**src/logic/itcm_cfg.svh**
```systemverilog
// Timing constants for the instruction cycle timing sequencer.
`ifndef ITCM_CFG_SVH
`define ITCM_CFG_SVH
// Clocks in one bus cycle without wait states.
`define ITCM_BUS_CLOCKS 4
// Subtract-quick to a data register: byte/word and long figures.
`define ITCM_SQ_BW_CLOCKS 8
`define ITCM_SQ_L_CLOCKS  12
`define ITCM_SQ_READS     2
`define ITCM_SQ_WRITES    0
`endif

```
**src/logic/itcm_pkg.sv**
```systemverilog
// Types for the instruction cycle timing sequencer.
`default_nettype none
package itcm_pkg;
  typedef enum logic [1:0] {
    ITCM_IDLE  = 2'b00,
    ITCM_READ  = 2'b01,
    ITCM_WRITE = 2'b11,
    ITCM_INTL  = 2'b10
  } itcm_phase_t;
  typedef enum logic [1:0] {
    ITCM_SZ_BYTE = 2'h0,
    ITCM_SZ_WORD = 2'h1,
    ITCM_SZ_LONG = 2'h2
  } itcm_size_t;
endpackage
`default_nettype wire

```
**src/logic/itcm_sequencer.sv**
```systemverilog
// Sequencer that plays out one instruction's read, write and idle clocks.
// Notes on behaviour
// - Each read or write bus cycle lasts four clocks without wait states.
// - A slow memory stretches a bus cycle; each wait clock adds to total.
// - Total clocks, read cycles and write cycles are tracked separately.
// - Totals cover instruction fetch, operand fetches, stores, prefetch.
// - Flagged forms add address calculation clocks, reads and writes.
// - Immediate forms cover operand fetch, operation, store and prefetch.
// - Clocks outside bus cycles are idle; no bus cycle is driven then.
// - Subtract-quick to data register: 8(2/0) byte/word, 12(2/0) long.
`timescale 1ns/1ns
`default_nettype none
`include "itcm_cfg.svh"
module itcm_sequencer #(
  parameter int CW = 8
) (
  // Clock, reset and enable.
  input  wire logic          clock,
  input  wire logic          nrst,
  input  wire logic          clk_en,
  // Instruction request; counts include fetch, operands and prefetch.
  input  wire logic          start,
  input  wire logic [CW-1:0] base_clocks,
  input  wire logic [CW-1:0] base_reads,
  input  wire logic [CW-1:0] base_writes,
  input  wire logic          add_ea,
  input  wire logic [CW-1:0] ea_clocks,
  input  wire logic [CW-1:0] ea_reads,
  input  wire logic [CW-1:0] ea_writes,
  // Subtract-quick shortcut to data register; overrides base counts.
  input  wire logic          subtract_quick,
  input  wire logic [1:0]    op_size,
  // Wait request from memory pin, active low.
  input  wire logic          wait_n,
  // Status and bus phase.
  output logic               busy,
  output logic               done,
  output logic               bus_read,
  output logic               bus_write,
  output logic [CW-1:0]      total_clocks,
  output logic [CW-1:0]      read_count,
  output logic [CW-1:0]      write_count,
  output logic [CW-1:0]      idle_count
);
  localparam logic [CW-1:0] BUSC = CW'(`ITCM_BUS_CLOCKS);

  // Two-flop synchroniser for the external wait pin.
  logic wait_s1, wait_s2;
  always_ff @(posedge clock or negedge nrst) begin
    if (!nrst) begin
      wait_s1 <= 1'b1;
      wait_s2 <= 1'b1;
    end else if (clk_en) begin
      wait_s1 <= wait_n;
      wait_s2 <= wait_s1;
    end
  end

  // Effective counts at start: base, or the subtract-quick figures, plus EA.
  logic [CW-1:0] next_clk, next_rd, next_wr;
  always_comb begin
    if (subtract_quick) begin
      next_clk = (op_size == 2'(itcm_pkg::ITCM_SZ_LONG))
               ? CW'(`ITCM_SQ_L_CLOCKS) : CW'(`ITCM_SQ_BW_CLOCKS);
      next_rd  = CW'(`ITCM_SQ_READS);
      next_wr  = CW'(`ITCM_SQ_WRITES);
    end else begin
      next_clk = base_clocks;
      next_rd  = base_reads;
      next_wr  = base_writes;
    end
    if (add_ea) begin
      next_clk = next_clk + ea_clocks;
      next_rd  = next_rd + ea_reads;
      next_wr  = next_wr + ea_writes;
    end
  end

  // Work remaining for the running instruction.
  itcm_pkg::itcm_phase_t phase;
  logic [CW-1:0] reads_left, writes_left, idle_left;
  logic [2:0]    sub;
  // Stretch only on the last clock of a bus cycle, as memory would.
  logic in_bus, bus_end, stall;
  assign in_bus  = (phase == itcm_pkg::ITCM_READ) ||
                   (phase == itcm_pkg::ITCM_WRITE);
  assign bus_end = in_bus && (sub == 3'(`ITCM_BUS_CLOCKS - 1));
  assign stall   = bus_end && !wait_s2;
  assign bus_read  = (phase == itcm_pkg::ITCM_READ);
  assign bus_write = (phase == itcm_pkg::ITCM_WRITE);
  assign busy      = (phase != itcm_pkg::ITCM_IDLE);

  // Phase sequencing: reads, then writes, then idle internal clocks.
  always_ff @(posedge clock or negedge nrst) begin
    if (!nrst) begin
      phase       <= itcm_pkg::ITCM_IDLE;
      sub         <= 3'h0;
      reads_left  <= '0;
      writes_left <= '0;
      idle_left   <= '0;
      done        <= 1'b0;
    end else if (clk_en) begin
      done <= 1'b0;
      case (phase)
        itcm_pkg::ITCM_IDLE: begin
          if (start) begin
            reads_left  <= next_rd;
            writes_left <= next_wr;
            // Idle clocks are what bus cycles leave of the total.
            idle_left   <= next_clk - CW'(BUSC * (next_rd + next_wr));
            sub         <= 3'h0;
            if (next_rd != '0) phase <= itcm_pkg::ITCM_READ;
            else if (next_wr != '0) phase <= itcm_pkg::ITCM_WRITE;
            else phase <= itcm_pkg::ITCM_INTL;
          end
        end
        itcm_pkg::ITCM_READ, itcm_pkg::ITCM_WRITE: begin
          if (!stall) begin
            if (bus_end) begin
              sub <= 3'h0;
              if (phase == itcm_pkg::ITCM_READ) begin
                reads_left <= reads_left - 1'b1;
                if (reads_left > 1) begin
                  phase <= itcm_pkg::ITCM_READ;
                end else if (writes_left != '0) begin
                  phase <= itcm_pkg::ITCM_WRITE;
                end else if (idle_left != '0) begin
                  phase <= itcm_pkg::ITCM_INTL;
                end else begin
                  // No idle clocks left: finish on the last bus clock so an
                  // n(r/0) figure with no idle time costs exactly n clocks.
                  phase <= itcm_pkg::ITCM_IDLE;
                  done  <= 1'b1;
                end
              end else begin
                writes_left <= writes_left - 1'b1;
                if (writes_left <= 1) begin
                  if (idle_left != '0) begin
                    phase <= itcm_pkg::ITCM_INTL;
                  end else begin
                    // Same early finish after the last write cycle.
                    phase <= itcm_pkg::ITCM_IDLE;
                    done  <= 1'b1;
                  end
                end
              end
            end else begin
              sub <= sub + 3'h1;
            end
          end
        end
        // An instruction with no bus cycle still spends one idle clock.
        itcm_pkg::ITCM_INTL: begin
          if (idle_left <= 1) begin
            phase <= itcm_pkg::ITCM_IDLE;
            done  <= 1'b1;
          end
          idle_left <= (idle_left == '0) ? '0 : idle_left - 1'b1;
        end
        default: phase <= itcm_pkg::ITCM_IDLE;
      endcase
    end
  end

  // Separate running counts of clocks, reads, writes and idle clocks.
  always_ff @(posedge clock or negedge nrst) begin
    if (!nrst) begin
      total_clocks <= '0;
      read_count   <= '0;
      write_count  <= '0;
      idle_count   <= '0;
    end else if (clk_en) begin
      if (phase == itcm_pkg::ITCM_IDLE && start) begin
        total_clocks <= '0;
        read_count   <= '0;
        write_count  <= '0;
        idle_count   <= '0;
      end else if (busy) begin
        total_clocks <= total_clocks + 1'b1;
        if (bus_end && !stall && bus_read) read_count <= read_count + 1'b1;
        if (bus_end && !stall && bus_write) write_count <= write_count + 1'b1;
        if (phase == itcm_pkg::ITCM_INTL) idle_count <= idle_count + 1'b1;
      end
    end
  end

  // ==========
  // Assertion helpers
  // What each run asked for, and how many wait clocks stretched it, so the
  // finished counts can be judged; wait clocks add to the total alone.
  logic [CW-1:0] req_rd, req_wr, stall_count;
  logic          sq_run, sq_long;
  always_ff @(posedge clock or negedge nrst) begin
    if (!nrst) begin
      req_rd      <= '0;
      req_wr      <= '0;
      sq_run      <= 1'b0;
      sq_long     <= 1'b0;
      stall_count <= '0;
    end else if (clk_en) begin
      if (phase == itcm_pkg::ITCM_IDLE && start) begin
        req_rd      <= next_rd;
        req_wr      <= next_wr;
        sq_run      <= subtract_quick && !add_ea;
        sq_long     <= (op_size == 2'(itcm_pkg::ITCM_SZ_LONG));
        stall_count <= '0;
      end else if (stall) begin
        stall_count <= stall_count + 1'b1;
      end
    end
  end

  // ==========
  // Checks
  // A bus cycle whose first three clocks have the enable high reaches its last clock
  // four clocks in.
  a_bus_four: assert property (@(posedge clock) disable iff (!nrst)
    (in_bus && sub == 3'h0 && clk_en) ##1 clk_en [*2] |=> bus_end)
    else $error("bus cycle not four clocks");
  // A bus cycle that is not stretched ends on its fourth clock.
  a_bus_close: assert property (@(posedge clock) disable iff (!nrst)
    (bus_end && !stall && clk_en) |=> (sub == 3'h0))
    else $error("bus cycle ran past four clocks");
  // Idle clocks count no bus cycle.
  a_idle_nobus: assert property (@(posedge clock) disable iff (!nrst)
    (phase == itcm_pkg::ITCM_INTL && clk_en) |=>
      ($stable(read_count) && $stable(write_count)))
    else $error("bus cycle counted in idle phase");
  // Stall holds the phase.
  a_wait_hold: assert property (@(posedge clock) disable iff (!nrst)
    (stall && clk_en) |=> $stable(phase) && $stable(sub))
    else $error("wait did not stretch cycle");
  // Counts add up when done: four per bus cycle, idle and wait clocks.
  a_sum_total: assert property (@(posedge clock) disable iff (!nrst)
    done |-> total_clocks == CW'(BUSC * (read_count + write_count))
             + idle_count + stall_count)
    else $error("total not four per bus cycle plus idle");
  // Subtract-quick long takes twelve clocks besides wait clocks.
  a_sq_long: assert property (@(posedge clock) disable iff (!nrst)
    (done && sq_run && sq_long) |->
      (total_clocks - stall_count == CW'(`ITCM_SQ_L_CLOCKS)) &&
      (read_count == CW'(`ITCM_SQ_READS)) &&
      (write_count == CW'(`ITCM_SQ_WRITES)))
    else $error("subtract quick long count wrong");
  // Subtract-quick byte or word takes eight clocks besides wait clocks.
  a_sq_short: assert property (@(posedge clock) disable iff (!nrst)
    (done && sq_run && !sq_long) |->
      (total_clocks - stall_count == CW'(`ITCM_SQ_BW_CLOCKS)) &&
      (read_count == CW'(`ITCM_SQ_READS)) &&
      (write_count == CW'(`ITCM_SQ_WRITES)))
    else $error("subtract quick short count wrong");
  // Done stands for one enabled clock only.
  a_done_idle: assert property (@(posedge clock) disable iff (!nrst)
    (done && clk_en) |=> !done)
    else $error("done held past one clock");
  // Finished read and write counts match what the run asked for.
  a_count_match: assert property (@(posedge clock) disable iff (!nrst)
    done |-> (read_count == req_rd) && (write_count == req_wr))
    else $error("read or write count differs from request");
  // A low clock enable freezes the sequence and the total clock count.
  a_freeze_hold: assert property (@(posedge clock) disable iff (!nrst)
    !clk_en |=> $stable(phase) && $stable(sub) && $stable(total_clocks)
                && $stable(done))
    else $error("state moved while clock enable low");
  // Started work leaves idle.
  a_start_busy: assert property (@(posedge clock) disable iff (!nrst)
    (clk_en && !busy && start) |=> busy)
    else $error("start ignored");
  // Reads precede writes.
  a_read_first: assert property (@(posedge clock) disable iff (!nrst)
    bus_write |-> reads_left == '0)
    else $error("write before reads finished");
endmodule
`default_nettype wire

```
**config.mk**
```make
export PLATFORM = sky130hd
export DESIGN_NAME = itcm_sequencer
export DESIGN_NICKNAME = d
export VERILOG_FILES = /design/src/logic/itcm_pkg.sv /design/src/logic/itcm_sequencer.sv
export VERILOG_INCLUDE_DIRS = /design/src /design/src/logic
export SDC_FILE = /design/constraint.sdc
export NUM_CORES = 1
export LEC_CHECK = 0
export BUFFER_PORTS_ARGS = -buffer_cell sky130_fd_sc_hd__buf_2
export CAP_MARGIN = 20
export CELL_PAD_IN_SITES_DETAIL_PLACEMENT = 1
export CELL_PAD_IN_SITES_GLOBAL_PLACEMENT = 2
export CORE_UTILIZATION = 31
export DETAILED_ROUTE_END_ITERATION = 10
export GPL_TIMING_DRIVEN = 0
export PLACE_DENSITY = 0.83
export RECOVER_POWER = 25
export SYNTH_ARGS = -nofsm -noshare
export SYNTH_HDL_FRONTEND = slang
export SYNTH_SLANG_ARGS = --single-unit
export TNS_END_PERCENT = 20
```
**constraint.sdc**
```tcl
create_clock -name clock -period 2.25 [get_ports clock]
set_input_delay 0.45 -clock clock [delete_from_list [all_inputs] [get_ports clock]]
set_output_delay 0.45 -clock clock [all_outputs]
set_load 0.1 [all_outputs]
```
Yosys cells after proc, flatten, opt, wreduce, memory -nomap -nowiden
Cells that the tools add are included.

word-level totals
  ROM bits = 0
  bits in latches = 0
  bits in registers = 64
  word-level logic and storage cells = 128
  input port bits = 57
  memories kept = 0
  bits in writable memories = 0

cells by class
  $add $sub $neg = 13
  bitwise operators = 0
  mux-type cells = 56
  order comparisons = 3
  reductions and logical operators = 32
  shifts and indexed selects = 0
  div/mod/pow operators = 0
  eq/ne operators = 12
  $mul = 0

operators by type and width
  cell                                                                              number
  8-bit two-way mux                                                                 27
  8-bit case mux with 2 select lines                                                3
  8-bit by 1-bit adder with 8-bit output, second input constant                     4
  8-bit nonzero test                                                                4
  8-bit adder                                                                       3
  8-bit by 1-bit subtractor with 8-bit output, second input constant                3
  2-bit two-way mux                                                                 10
  6-bit AND reduction                                                               3
  8-bit by 1-bit less-or-equal comparator with 1-bit output, second input constant  2
  2-bit nonzero test                                                                7
  3-bit two-way mux                                                                 4
  2-bit != test, second input constant                                              6
  3-bit AND reduction                                                               4
  1-bit two-way mux                                                                 9
  8-bit by 1-bit greater-than comparator with 1-bit output, second input constant   1
  8-bit zero test                                                                   1
  8-bit subtractor                                                                  1
  6-bit adder                                                                       1
  2-bit equality test, second input constant                                        3
  1-bit logical AND                                                                 6
  2-bit case mux with 3 select lines                                                1
  3-bit case mux with 2 select lines                                                1
  4-bit AND reduction                                                               1
  3-bit by 1-bit adder with 3-bit output, second input constant                     1
  other kinds (9)                                                                   10

Longest topological paths before layout
  word-level depth = 10
  gate-level depth with buffers = 21
  mapped depth without buffers = 19

Least setup slack after synthesis
Ideal clock, no wire load.

  kind = input to register
  start = input port subtract_quick
  end = register idle_left[7]
  data required time = 2.164 ns
  stages = 21
  path slack = -2.024 ns
  library setup time = 0.086 ns
  arrival = 4.188 ns
  cells stage by stage = clkbuf_1 > clkbuf_1 > nor2b_1 > ha_1 > inv_1 > fa_1 > inv_1 > maj3_1 > a21oi_1 > xnor2_1 > mux2i_1 > inv_1 > ha_1 > xor2_1 > ha_1 > and3_1 > a211oi_1 > o211ai_1 > xor2_1 > xnor3_1 > o221ai_2

between the ends
  word-level cells in the longest chain between the ends = 7
  elaborated cells on any way between the ends = 13
  classes of those cells = 5 x add/sub; 8 x mux

ends and longest elaborated chain
  item                                    line                                        source
  start: declaration                      itcm_sequencer.sv:31                        input wire logic subtract_quick,
  8-bit two-way mux                       itcm_sequencer.sv:62                        if (subtract_quick) begin
  8-bit adder (on tied branches)          itcm_sequencer.sv:74, itcm_sequencer.sv:75
  8-bit two-way mux                       itcm_sequencer.sv:72                        if (add_ea) begin
  6-bit adder                             itcm_sequencer.sv:110                       idle_left <= next_clk - CW'(BUSC * (next_rd + next_wr));
  8-bit subtractor (*)                    itcm_sequencer.sv:110
  8-bit two-way mux (*)                   itcm_sequencer.sv:106                       if (start) begin
  8-bit case mux with 2 select lines (*)  itcm_sequencer.sv:104                       case (phase)
  end signal: assignment                  itcm_sequencer.sv:110
  end signal: assignment                  itcm_sequencer.sv:158                       idle_left <= (idle_left == '0) ? '0 : idle_left - 1'b1;
  end: declaration                        itcm_sequencer.sv:81                        logic [CW-1:0] reads_left, writes_left, idle_left;

Every way passes the cells marked *; elsewhere a longest branch is shown, timed or not. The select of a mux whose other input is x is not followed.
A chain may end at the register's enable or synchronous reset.

Worst setup path after layout
Same ends and word-level chain as after synthesis.

==> results.yml <==
place:
  dp_hpwl_mm: 11.72
  place.gp.congestion: 0.8557
  detailed_place.area_um2: 6115
  io_buffers: 91
  dp_cells: 922
sta:
  clock_skew_ns: 0.004520
  tightest_slew_ns: 1.676
  timing.final.crit_share_pct: 171.8
  final_max_slew_viol_count: 65
  relSlewSlack_pct: -11.74
  rsz0062_at_grt: "true"
  max_freq_mhz: 258.6
  setup_viol: 15
  finalCriticalPeriod_ns: 3.866
  hold_viol_final: 0
  fin_ws_ns: -1.616
cts:
  cts_sinks: 64
  htree_levels: 3
  root_buffer: "clkbuf_16"
  ctsHoldBuffers: 0
  cts_buffers: 9
  cts_tree: "yes"
  cts_buffer_depth: 2
  clk_latency_ns: 0.32
  clk_pin_slew_worst_paths_ns: 0.06
final_layout:
  fill_cells: 1925
  syn2layout_area_growth_pct: 33.48
  stdcell_area_um2: 6979
  drive_above_1_share_pct: 31.94
  seqCellArea_um2: 1607
  fin_cells: 962
  multi_input_area_um2: 3759
  finish.net_count: 843
  antenna_cells: 0
floorplanning:
  rows: 47
  dieWidth_um: 131.9
  ios: 93
  dieArea_um2: 17390
  initial_core_util_pct: 31.64
  fp.dieH_um: 131.9
  core-area_um2: 16520
detailed_routing:
  drt_first_pass_iters: 6
  drt_iter0_drc: 194
  drc: 0
  wire_per_inst_um: 15.95
  via_per_inst: 5.137
  wl_mm: 15.34
  ant_nets: 0
  route.vias.total: 4942
synthesis:
  synth.distinct_cells: 64
  syn_area_per_cell_um2: 8.558
  yosysWarnings: 0
  synth_area_um2: 5229
  ys_ff_latch: 64
  yosysMostFrequentCell: "dfrtp_1"
  yosys.area.top_type: "dfrtp_1"
  synth-edff-count: 0
  synth_nets: 717
  syn_inst: 611
  ys_seq_area_share_pct: 30.68
  post-synth-top-area-fraction_pct: 29.67
  yosys-top-cells-count: "dfrtp_1, nor2_1, nand2_1, o21ai_0, ha_1"
  ys_top_cells_by_area: "dfrtp_1, ha_1, xor2_1, o21ai_0, nor2_1"
  synth_ff_type: "dfrtp_1"
  ys_async_sr_fraction_pct: 100.0
worst_setup_path:
  r2r_end: "phase[0]"
  path_class: "primary input to flop"
  r2r_start: "idle_left[4]"
  r2r_slack_ns: -0.34
  cp_data_arrival_time_ns: 4.11
  end_kind: "flop"
  required_ns: 2.49
  reg2reg_depth: 8
  worst-path-max-fanout: 7
  cp-start-kind: "primary input"
pwr:
  pwr-share-clk_pct: 20.3
  vdd_drop_max_mv: 0.5868
  cellPowerDensity_nw_per_um2: 1086
  pwr-share-seq_pct: 24.0
  p_int_w: 0.004056
  p_leak_nw: 3.277
  pwr-share-comb_pct: 55.8
  switching_share_pct: 46.51
  p_sw_w: 0.003526
  finalPower_w: 0.007582
job:
  cap_violations: 1
outcome:
  status: "finished with violations"
  violations: "capacitance limit, slew limit, setup timing"
worst_hold_path:
  hold_path_end: "wait_s1"
  hold_path_class: "primary input to flop"
  worstHoldPathCells: 2
  hold_start: "wait_n"
grt:
  first_global_vias: 5323
  grt_pass1_wl_mm: 26.46
  grt_max_degree: 65
  grt_overflow: 0
  antenna_found_initial: 0
  grt.total_usage_pct: 18.58
[cell usage in the layout, fill, tap and decap left out, types with 6 or more instances in the layout]
cell,n
a21o_1,10
a21oi_1,34
and3_1,8
buf_2,92
buf_4,21
buf_6,7
clkbuf_1,6
clkbuf_16,11
dfrtp_1,60
ha_1,35
ha_4,7
inv_1,27
mux2_2,8
nand2_1,47
nand3_1,18
nor2_1,56
nor2b_1,16
nor3_1,14
o21ai_0,40
o21ai_1,7
o22ai_1,7
or2_2,7
xnor2_1,13
xor2_1,29
[per-layer routing]
metal  share of wire (%)  global-route usage, %  vias to the layer above
met5                   0                      0                        -
met4                 1.0                  4.780                        0
met3                 2.5                  2.653                       10
met2                  50                  32.42                       99
met1                  46                  23.98                     2422
li1                    -                      -                     2411
[power groups by stage]
stage,logic [W],clock network (W),registers [W]
floorplan,0.00248,0,0.00223
global placement,0.00371,0,0.00180
detailed placement,0.00382,0,0.00183
CTS,0.00413,0.00157,0.00181
global route,0.00467,0.00164,0.00187
finish,0.00423,0.00154,0.00182
[state kept, by name, summed over array words and instances, names as in the netlist]
name and cells:
sub 3, done 1, idle_count 8, idle_left 8, wait_s1 1, writes_left 8, wait_s2 1, write_count 8
read_count 8, total_clocks 8, phase 2, reads_left 8
[area by class of cell]
type / instances / area share [%]
inverter: 33 / 1.990
clock inverter: 5 / 1.129
clock buffer: 11 / 3.621
multi-input combinational: 492 / 53.85
sequential: 64 / 23.02
buffer: 22 / 2.850
tap: 220 / 3.944
timing repair buffer: 115 / 9.591
[kinds of logic after synthesis]
family                     count (synthesis)  synth area share (%)
muxes                                     18                 3.877
buffers and inverters                     55                 4.499
and+or+nand+nor                          215                 20.32
DFF                                       64                 30.68
AOI/OAI and AO/OA                        156                 18.67
xor gates and xnor gates                  51                 8.950
adders and majority gates                 52                 13.02
[critical path, stage by stage]
cell and delay [ns]:
buf_12 0.11, clkbuf_16 0.14, clkbuf_16 0.14, nor2b_4 0.13
ha_4 0.15, inv_2 0.04, fa_2 0.36, inv_1 0.07
maj3_2 0.19, a21oi_2 0.06, xnor2_1 0.12, mux2i_1 0.22
inv_1 0.11, ha_4 0.24, xor2_1 0.16, ha_1 0.24
or3_1 0.35, o211ai_1 0.20, xor2_1 0.18, xnor3_1 0.28
o221ai_2 0.17
[worst max-delay path by stage]
stage | startpoint | to | slack, ns | cells after the start
after detailed placement | subtract_quick | idle_left[7] | -2.26 | 17
final | subtract_quick | idle_left[7] | -1.62 | 21
after floorplan | subtract_quick | idle_left[7] | -1.61 | 21
after CTS | subtract_quick | idle_left[7] | -1.68 | 22
after global routing | subtract_quick | idle_left[7] | -1.84 | 22
after global placement | subtract_quick | idle_left[7] | -2.23 | 17
[through the flow]
stage,setup TNS [ns],hold WS [ns],setup slack (ns),util (%)
6_report,-7.966,0.3705,-1.616,42.24
5_1_grt,-10.15,0.3672,-1.837,42.24
4_1_cts,-8.169,0.2654,-1.680,41.33
3_5_place_dp,-21.20,0.4812,-2.260,37.00
3_3_place_gp,-19.32,0.4708,-2.226,36.99
2_1_floorplan,-6.771,0.1544,-1.613,-
[timing repair]
action	CTS	global route
setup endpoints to repair	41	39
resized for setup	55	36
buffers inserted	20	8
pin swaps	17	19
No activity file was read; power rests on OpenSTA's default activity.
